<file path="src/bscu_pkg.sv">
package bscu_pkg;

    // operation selector presented by the decoder; one code per control-flow operation
    typedef enum logic [4:0]
    {
        BSCU_OP_NONE,
        BSCU_INDIRECT_CALL,
        BSCU_SUBROUTINE_EXIT,
        BSCU_INTERRUPT_EXIT,
        BSCU_EQUAL_SKIP,
        BSCU_REGISTER_COMPARE,
        BSCU_CARRY_COMPARE,
        BSCU_IMMEDIATE_COMPARE,
        BSCU_SKIP_REG_BIT_CLEAR,
        BSCU_SKIP_REG_BIT_SET,
        BSCU_SKIP_IO_BIT_CLEAR,
        BSCU_SKIP_IO_BIT_SET,
        BSCU_FLAG_SET_BRANCH,
        BSCU_FLAG_CLEAR_BRANCH,
        BSCU_EQUAL_BRANCH,
        BSCU_UNEQUAL_BRANCH,
        BSCU_CARRY_SET_BRANCH,
        BSCU_CARRY_CLEAR_BRANCH,
        BSCU_SAME_HIGHER_BRANCH,
        BSCU_LOWER_BRANCH,
        BSCU_MINUS_BRANCH,
        BSCU_PLUS_BRANCH,
        BSCU_SIGNED_GE_BRANCH,
        BSCU_SIGNED_LESS_BRANCH,
        BSCU_HALF_CARRY_SET_BRANCH,
        BSCU_HALF_CARRY_CLEAR_BRANCH,
        BSCU_XFER_FLAG_SET_BRANCH,
        BSCU_XFER_FLAG_CLEAR_BRANCH,
        BSCU_OVERFLOW_SET_BRANCH
    } bscu_op_t;

    // status flag bit positions
    localparam int FLAG_C = 0;
    localparam int FLAG_Z = 1;
    localparam int FLAG_N = 2;
    localparam int FLAG_V = 3;
    localparam int FLAG_S = 4;
    localparam int FLAG_H = 5;
    localparam int FLAG_T = 6;
    localparam int FLAG_I = 7;

    // cycle costs
    localparam logic [2:0] CYC_BASE     = 3'h1;
    localparam logic [2:0] CYC_TAKEN    = 3'h2;
    localparam logic [2:0] CYC_SKIP1    = 3'h2;
    localparam logic [2:0] CYC_SKIP2    = 3'h3;
    localparam logic [2:0] CYC_CALL     = 3'h3;
    localparam logic [2:0] CYC_RETURN   = 3'h4;

    // reset values
    localparam logic [15:0] PC_RESET    = 16'h0000;
    localparam logic [7:0]  FLAGS_RESET = 8'h00;

endpackage

</file>
<file path="src/bscu_unit.sv">
`timescale 1ns/1ps
`default_nettype none

module bscu_unit
(
    input  wire logic              clk,
    input  wire logic              sys_rst,
    input  wire logic              op_valid,
    input  wire bscu_pkg::bscu_op_t op_code,
    input  wire logic [15:0]       op_pc,
    input  wire logic [7:0]        src_a,
    input  wire logic [7:0]        src_b,
    input  wire logic [7:0]        imm_value,
    input  wire logic [2:0]        bit_index,
    input  wire logic [6:0]        branch_offset,
    input  wire logic [15:0]       pointer_z,
    input  wire logic [7:0]        io_read_data,
    input  wire logic              next_is_two_word,
    input  wire logic [15:0]       stack_pop_data,
    input  wire logic [7:0]        status_flags_in,
    output logic                   op_ready,
    output logic                   busy,
    output logic [15:0]            pc_out,
    output logic                   pc_load,
    output logic [7:0]             status_flags_register,
    output logic                   flags_write,
    output logic [15:0]            push_data,
    output logic                   push_strobe,
    output logic                   pop_strobe,
    output logic [2:0]             cycle_cost
);
    typedef enum logic [1:0] {BSCU_IDLE, BSCU_WAIT} bscu_state_t;

    bscu_state_t state;
    bscu_state_t next_state;
    logic [2:0]  wait_count;
    logic [2:0]  next_wait_count;
    logic [15:0] next_pc_out;
    logic        next_pc_load;
    logic [7:0]  next_flags;
    logic        next_flags_write;
    logic [15:0] next_push_data;
    logic        next_push_strobe;
    logic        next_pop_strobe;
    logic [2:0]  next_cycle_cost;
    logic [5:0]  cmp_flags;
    logic        cmp_borrow;
    logic        cmp_chain;
    logic [7:0]  cmp_rhs;
    logic        take;
    logic        skip;
    logic        io_bit;
    logic        reg_bit;
    logic [15:0] target;
    logic [15:0] fall;

    // signed word displacement plus one
    function automatic logic [15:0] rel_target(input logic [15:0] pc, input logic [6:0] k);
        rel_target = pc + {{9{k[6]}}, k} + 16'h0001;
    endfunction

    // skip distance: over a one-word or a two-word instruction
    function automatic logic [15:0] skip_target(input logic [15:0] pc, input logic two);
        skip_target = two ? pc + 16'h0003 : pc + 16'h0002;
    endfunction

    // compare operands; immediate compare uses the constant in place of a register
    always_comb
    begin
        cmp_rhs    = (op_code == bscu_pkg::BSCU_IMMEDIATE_COMPARE) ? imm_value : src_b;
        cmp_chain  = (op_code == bscu_pkg::BSCU_CARRY_COMPARE);
        cmp_borrow = cmp_chain & status_flags_in[bscu_pkg::FLAG_C];
    end

    bscu_compare u_compare
    (
        .lhs        (src_a),
        .rhs        (cmp_rhs),
        .borrow_in  (cmp_borrow),
        .chain_zero (cmp_chain),
        .old_zero   (status_flags_in[bscu_pkg::FLAG_Z]),
        .flags_out  (cmp_flags)
    );

    // bit selections; the io value arrives in the core clock domain from the io read path
    always_comb
    begin
        reg_bit = src_a[bit_index];
        io_bit  = io_read_data[bit_index];
        target  = rel_target(op_pc, branch_offset);
        fall    = op_pc + 16'h0001;
    end

    // one-cycle operations finish at once; multi-cycle ones hold busy until count ends
    always_comb
    begin
        next_state       = state;
        next_wait_count  = wait_count;
        next_pc_out      = pc_out;
        next_pc_load     = 1'b0;
        next_flags       = status_flags_register;
        next_flags_write = 1'b0;
        next_push_data   = push_data;
        next_push_strobe = 1'b0;
        next_pop_strobe  = 1'b0;
        next_cycle_cost  = cycle_cost;
        take             = 1'b0;
        skip             = 1'b0;
        if (state == BSCU_WAIT)
        begin
            if (wait_count <= 3'h1)
                next_state = BSCU_IDLE;
            next_wait_count = wait_count - 3'h1;
        end
        else if (op_valid)
        begin
            unique case (op_code)
                bscu_pkg::BSCU_INDIRECT_CALL:
                begin
                    next_push_data   = fall;
                    next_push_strobe = 1'b1;
                    next_pc_out      = pointer_z;
                    next_pc_load     = 1'b1;
                    next_cycle_cost  = bscu_pkg::CYC_CALL;
                end
                bscu_pkg::BSCU_SUBROUTINE_EXIT, bscu_pkg::BSCU_INTERRUPT_EXIT:
                begin
                    next_pop_strobe = 1'b1;
                    next_pc_out     = stack_pop_data;
                    next_pc_load    = 1'b1;
                    next_cycle_cost = bscu_pkg::CYC_RETURN;
                    if (op_code == bscu_pkg::BSCU_INTERRUPT_EXIT)
                    begin
                        next_flags = status_flags_in;
                        next_flags[bscu_pkg::FLAG_I] = 1'b1;
                        next_flags_write = 1'b1;
                    end
                end
                bscu_pkg::BSCU_REGISTER_COMPARE, bscu_pkg::BSCU_CARRY_COMPARE,
                bscu_pkg::BSCU_IMMEDIATE_COMPARE:
                begin
                    next_flags = {status_flags_in[7:6], cmp_flags};
                    next_flags_write = 1'b1;
                    next_cycle_cost  = bscu_pkg::CYC_BASE;
                end
                bscu_pkg::BSCU_EQUAL_SKIP:       skip = (src_a == src_b);
                bscu_pkg::BSCU_SKIP_REG_BIT_CLEAR: skip = ~reg_bit;
                bscu_pkg::BSCU_SKIP_REG_BIT_SET:   skip = reg_bit;
                bscu_pkg::BSCU_SKIP_IO_BIT_CLEAR:  skip = ~io_bit;
                bscu_pkg::BSCU_SKIP_IO_BIT_SET:    skip = io_bit;
                bscu_pkg::BSCU_FLAG_SET_BRANCH:    take = status_flags_in[bit_index];
                bscu_pkg::BSCU_FLAG_CLEAR_BRANCH:  take = ~status_flags_in[bit_index];
                bscu_pkg::BSCU_EQUAL_BRANCH:   take = status_flags_in[bscu_pkg::FLAG_Z];
                bscu_pkg::BSCU_UNEQUAL_BRANCH: take = ~status_flags_in[bscu_pkg::FLAG_Z];
                bscu_pkg::BSCU_CARRY_SET_BRANCH, bscu_pkg::BSCU_LOWER_BRANCH:
                    take = status_flags_in[bscu_pkg::FLAG_C];
                bscu_pkg::BSCU_CARRY_CLEAR_BRANCH, bscu_pkg::BSCU_SAME_HIGHER_BRANCH:
                    take = ~status_flags_in[bscu_pkg::FLAG_C];
                bscu_pkg::BSCU_MINUS_BRANCH: take = status_flags_in[bscu_pkg::FLAG_N];
                bscu_pkg::BSCU_PLUS_BRANCH:  take = ~status_flags_in[bscu_pkg::FLAG_N];
                bscu_pkg::BSCU_SIGNED_GE_BRANCH:
                    take = ~(status_flags_in[bscu_pkg::FLAG_N]
                             ^ status_flags_in[bscu_pkg::FLAG_V]);
                bscu_pkg::BSCU_SIGNED_LESS_BRANCH:
                    take = status_flags_in[bscu_pkg::FLAG_N]
                           ^ status_flags_in[bscu_pkg::FLAG_V];
                bscu_pkg::BSCU_HALF_CARRY_SET_BRANCH:
                    take = status_flags_in[bscu_pkg::FLAG_H];
                bscu_pkg::BSCU_HALF_CARRY_CLEAR_BRANCH:
                    take = ~status_flags_in[bscu_pkg::FLAG_H];
                bscu_pkg::BSCU_XFER_FLAG_SET_BRANCH:
                    take = status_flags_in[bscu_pkg::FLAG_T];
                bscu_pkg::BSCU_XFER_FLAG_CLEAR_BRANCH:
                    take = ~status_flags_in[bscu_pkg::FLAG_T];
                bscu_pkg::BSCU_OVERFLOW_SET_BRANCH:
                    take = status_flags_in[bscu_pkg::FLAG_V];
                default:
                    next_cycle_cost = bscu_pkg::CYC_BASE;
            endcase
            if (op_code >= bscu_pkg::BSCU_EQUAL_SKIP && op_code <= bscu_pkg::BSCU_SKIP_IO_BIT_SET
                && op_code != bscu_pkg::BSCU_REGISTER_COMPARE
                && op_code != bscu_pkg::BSCU_CARRY_COMPARE
                && op_code != bscu_pkg::BSCU_IMMEDIATE_COMPARE)
            begin
                // skips: pc always reloaded so the fetch unit sees the true next address
                next_pc_load    = 1'b1;
                next_pc_out     = skip ? skip_target(op_pc, next_is_two_word) : fall;
                next_cycle_cost = !skip ? bscu_pkg::CYC_BASE
                                : (next_is_two_word ? bscu_pkg::CYC_SKIP2
                                                    : bscu_pkg::CYC_SKIP1);
            end
            // unused codes above the last branch must stay without effect
            if (op_code >= bscu_pkg::BSCU_FLAG_SET_BRANCH
                && op_code <= bscu_pkg::BSCU_OVERFLOW_SET_BRANCH)
            begin
                next_pc_load    = 1'b1;
                next_pc_out     = take ? target : fall;
                next_cycle_cost = take ? bscu_pkg::CYC_TAKEN : bscu_pkg::CYC_BASE;
            end
            if (next_cycle_cost > bscu_pkg::CYC_BASE)
            begin
                next_state      = BSCU_WAIT;
                next_wait_count = next_cycle_cost - 3'h1;
            end
        end
    end

    // registers only; flags and pc outputs come straight from flip-flops
    always_ff @(posedge clk or posedge sys_rst)
    begin
        if (sys_rst)
        begin
            state                 <= BSCU_IDLE;
            wait_count            <= 3'h0;
            pc_out                <= bscu_pkg::PC_RESET;
            pc_load               <= 1'b0;
            status_flags_register <= bscu_pkg::FLAGS_RESET;
            flags_write           <= 1'b0;
            push_data             <= bscu_pkg::PC_RESET;
            push_strobe           <= 1'b0;
            pop_strobe            <= 1'b0;
            cycle_cost            <= 3'h0;
        end
        else
        begin
            state                 <= next_state;
            wait_count            <= next_wait_count;
            pc_out                <= next_pc_out;
            pc_load               <= next_pc_load;
            status_flags_register <= next_flags;
            flags_write           <= next_flags_write;
            push_data             <= next_push_data;
            push_strobe           <= next_push_strobe;
            pop_strobe            <= next_pop_strobe;
            cycle_cost            <= next_cycle_cost;
        end
    end

    // ready is combinational so the decoder can stall in the same cycle
    always_comb
    begin
        op_ready = (state == BSCU_IDLE);
        busy     = (state == BSCU_WAIT);
    end

endmodule

`default_nettype wire

</file>
<file path="src/bscu_compare.sv">
`timescale 1ns/1ps
`default_nettype none

// 8-bit subtract used only for flag results; the difference is never stored
module bscu_compare
(
    input  wire logic [7:0] lhs,
    input  wire logic [7:0] rhs,
    input  wire logic       borrow_in,
    input  wire logic       chain_zero,
    input  wire logic       old_zero,
    output logic      [5:0] flags_out
);
    logic [7:0] diff;
    logic       c;
    logic       z;
    logic       n;
    logic       v;
    logic       h;

    // flags_out = {h, s, v, n, z, c}; chained compare keeps zero only if already zero
    always_comb
    begin
        diff = lhs - rhs - {7'h00, borrow_in};
        c = (~lhs[7] & rhs[7]) | (rhs[7] & diff[7]) | (diff[7] & ~lhs[7]);
        h = (~lhs[3] & rhs[3]) | (rhs[3] & diff[3]) | (diff[3] & ~lhs[3]);
        v = (lhs[7] & ~rhs[7] & ~diff[7]) | (~lhs[7] & rhs[7] & diff[7]);
        n = diff[7];
        z = (diff == 8'h00) & (~chain_zero | old_zero);
        flags_out = {h, n ^ v, v, n, z, c};
    end

endmodule

`default_nettype wire

</file>
<file path="config.mk">
export PLATFORM = sky130hd
export DESIGN_NAME = bscu_unit
export DESIGN_NICKNAME = d
export VERILOG_FILES = /design/src/bscu_pkg.sv /design/src/bscu_unit.sv /design/src/bscu_compare.sv
export SDC_FILE = /design/constraint.sdc
export NUM_CORES = 1
export LEC_CHECK = 0
export BUFFER_PORTS_ARGS = -buffer_cell sky130_fd_sc_hd__buf_2
export CAP_MARGIN = 0
export CORE_MARGIN = 4
export CORE_UTILIZATION = 58
export CTS_CLUSTER_DIAMETER = 50
export DETAILED_ROUTE_END_ITERATION = 12
export PLACE_DENSITY = 0.86
export SYNTH_ARGS = -nofsm -noshare
export SYNTH_HDL_FRONTEND = slang
export SYNTH_SLANG_ARGS = --single-unit
</file>
<file path="constraint.sdc">
create_clock -name clk -period 3.2 [get_ports clk]
set_clock_uncertainty 0.15 [all_clocks]
set_input_delay 0.48 -clock clk [delete_from_list [all_inputs] [get_ports clk]]
set_output_delay 0.48 -clock clk [all_outputs]
set_load 0.01 [all_outputs]
</file>
==> flow_summary_export.csv <==
group,metric,value,unit
status,run_status,"finished, violations left",
status,violations,"negative setup slack",
hold_path,hp-class,"in2async",
drt,routed_via_density,6.10,
synth,yosys.area.top_type,"dfrtp_1",
job,drv_cap,0,
final_layout,final_core_util,79.1,%
drt,route.detailed.drc,0,
floorplanning,start_util,60.8,%
synth,synth_seq_cells,51,
drt,vias,5917,
sta,timing.fmax,306,MHz
drt,drtIter0Drc,626,
clock_tree,cts_sinks,51,
global_route,grt_overflow,0,
synth,synth_area_leaders,"dfrtp_1 24%, ha_1 8.6%, xnor2_1 5.7%, nand2_1 4.9%, mux2i_1 4.8%",
synth,yosysTopAreaCellShare,23.6,%
synth,synth_nets,800,
sta,slew_headroom,65.5,%
final_layout,antenna_cells,0,
global_route,grt_use_total,30.3,%
synth,seq_area_frac_synth,23.6,%
global_route,grt_pass1_vias,5871,
global_route,grt_pass1_wl,27600,um
final_layout,nNetsFinal,1008,
sta,hold_violations,0,
floorplanning,core-area,8890,um2
final_layout,area_delta_synth_final,30.3,%
clock_tree,cts_buffers,5,
global_route,antenna_found_initial,0,
floorplanning,num_rows,34,
final_layout,drive_above_1_share,34.6,%
clock_tree,cts.clk_slew.worst_paths,0.10,ns
placed_design,place.detailed.hpwl,13800,um
final_layout,regArea,1280,um2
synth,synth_edf_count,0,
power,ir_worst_vdd,215,uV
synth,synthArstFlopShare,100,%
sta,period_minus_slack,3.27,ns
sta,setup_viol,1,
critical_path,cp-startpoint,"op_code[4]",
sta,final_max_slew_viol_count,0,
critical_path,crit_fanout,4,
sta,worst_slew_pin_slew,0.517,ns
clock_tree,clk_path_buf_depth,2,
synth,synthCells,653,
power,power.density,446,nW/um2
critical_path,critical_path_class,"in2reg",
synth,ys.flop_type,"dfrtp_1",
drt,first_pass_iters,6,
clock_tree,clock_latency,0.31,ns
placed_design,port_buffers,155,
sta,rsz0062_at_grt,"true",
final_layout,multi_input_area,3950,um2
critical_path,cp.arrival,3.32,ns
floorplanning,fp.dieW,105,um
synth,yosys_warnings,0,
floorplanning,die_h,105,um
critical_path,end_kind,"register",
clock_tree,clockRootBuffer,"clkbuf_8",
placed_design,place.gp.congestion,0.943,
synth,synth.avg_cell_area,8.27,um2
floorplanning,ioPinCount,156,
critical_path,cp.required,3.25,ns
drt,wl_per_cell,18.1,um
synth,synth_cell_type_count,71,
global_route,grt_max_degree,34,
final_layout,fillers,568,
drt,antenna_left,0,
power,power.leakage,3.51,nW
sta,finalCritPeriodShare,102,%
critical_path,reg2reg_from,"state[0]",
clock_tree,cts_tree,"done",
critical_path,startpoint_type,"input port",
floorplanning,fp.dieArea,10900,um2
drt,wl,17500,um
synth,synth_area,5400,um2
clock_tree,ctsHtreeMaxLevel,2,
sta,finalWorstSetupSlack,-0.0670,ns
sta,setup_tns,-0.0670,ns
-- worst max-delay path, stage by stage --
cell      delay (ns)
buf_8           0.10
nor2b_4         0.14
nand3_4         0.12
mux2_4          0.33
fa_2            0.40
inv_2           0.08
ha_4            0.20
nand2_2         0.09
a21boi_2        0.06
o21a_1          0.20
o2111a_1        0.27
a211oi_4        0.25
mux2i_1         0.25
o21ai_1         0.10
mux2_4          0.26
-- state kept, by name (all words and copies together), names as in the netlist --
register	flops
pop_strobe	1
cycle_cost	3
push_data	16
flags_write	1
status_flags_register	8
state	1
pc_out	16
pc_load	1
wait_count	3
push_strobe	1
-- logic make-up after synthesis --
kind of cell	Yosys count	synth area share (%)
compound gates	159	19.8
xor+xnor	55	8.92
fa+ha+maj	40	9.68
buf+inv	70	6.35
flops	51	23.6
mux	48	11.1
simple gates	230	20.5
-- through the flow --
step / power, mW / std cells / worst slack [ns] / hold slack [ns] / instance area (um2)
final: 3.14 / 970 / -0.0670 / 0.0357 / 7040
after floorplan: 1.94 / 653 / -0.317 / 0.342 / 5520
after global placement: 2.51 / 959 / -0.277 / 0.299 / 6780
after global routing: 3.33 / 970 / -0.148 / 0.0853 / 7040
after CTS: 3.08 / 967 / 0.00303 / 0.0484 / 6890
after detailed placement: 2.59 / 959 / -0.406 / 0.309 / 6780
-- final cells by class --
type | instances | area share (%)
multi-input cells | 532 | 56.2
repair buffers | 235 | 20.2
flip-flops and latches | 51 | 18.1
inverters | 36 | 1.92
well taps | 108 | 1.92
clock buffers | 5 | 0.978
clock inverters | 3 | 0.658
-- synth_stat cells (6+ instances only) --
library cell,instances
nand2_1,71
nor2_1,66
dfrtp_1,51
a21oi_1,44
ha_1,37
inv_1,36
o21ai_0,35
xnor2_1,35
mux2i_1,26
clkbuf_1,20
xor2_1,20
nor3_1,14
mux2_2,13
nand2b_1,13
nand3_1,12
nand4_1,10
nor2b_1,10
or3_1,9
a21o_1,8
a211oi_1,7
o221ai_1,7
o31ai_1,7
a31oi_1,6
-- layer usage --
layer  GRT usage, %  vias to the layer above  wire length, um
met2           50.4                      351             8300
li1               -                     2738                -
met5              0                        -                0
met1           39.5                     2765             6980
met4           10.6                        0              586
met3           5.83                       63             1680
-- timing repair --
item,in CTS,in global routing
setup endpoints to repair,3,11
pin swaps,2,15
buffers inserted,0,3
resized for setup,1,29
hold buffers,0,0
-- path summary, 6_finish.rpt --
check | slack [ns] | cells after the start | to
min | 0.04 | 2 | pc_out[0]
max reg2reg | 0.94 | 7 | pc_out[1]
max in group asynchronous | 2.12 | 3 | pc_out[9]
min in group clk | 0.26 | 3 | status_flags_register[6]
min reg2reg | 0.33 | 2 | status_flags_register[7]
max | -0.07 | 15 | status_flags_register[3]
-- power by group --
part	internal (mW)	leakage [nW]	switching [mW]
sequential	0.883	0.633	0.162
clock	0.236	0.0548	0.246
combinational	0.737	2.82	0.872
total	1.86	3.51	1.28
-- cell usage in the layout, fill, tap and decap left out, types with 5 or more instances in the layout --
master,instances
a21o_1,8
dfrtp_1,51
nand2_1,70
xnor2_1,35
mux2_2,10
clkbuf_8,5
o31ai_1,5
nand3_1,11
xor2_1,20
mux2i_1,25
inv_1,32
buf_2,151
o221ai_1,7
o21ai_0,30
a221oi_1,5
buf_4,78
nor2_1,66
a211oi_1,5
a31oi_1,6
nand4_1,10
a21oi_1,44
nor3_1,14
and2_1,5
nor2b_1,7
ha_1,32
nand2b_1,13
or3_1,9
o21ai_1,6
Note: power is estimated with default switching activity, not from simulation.
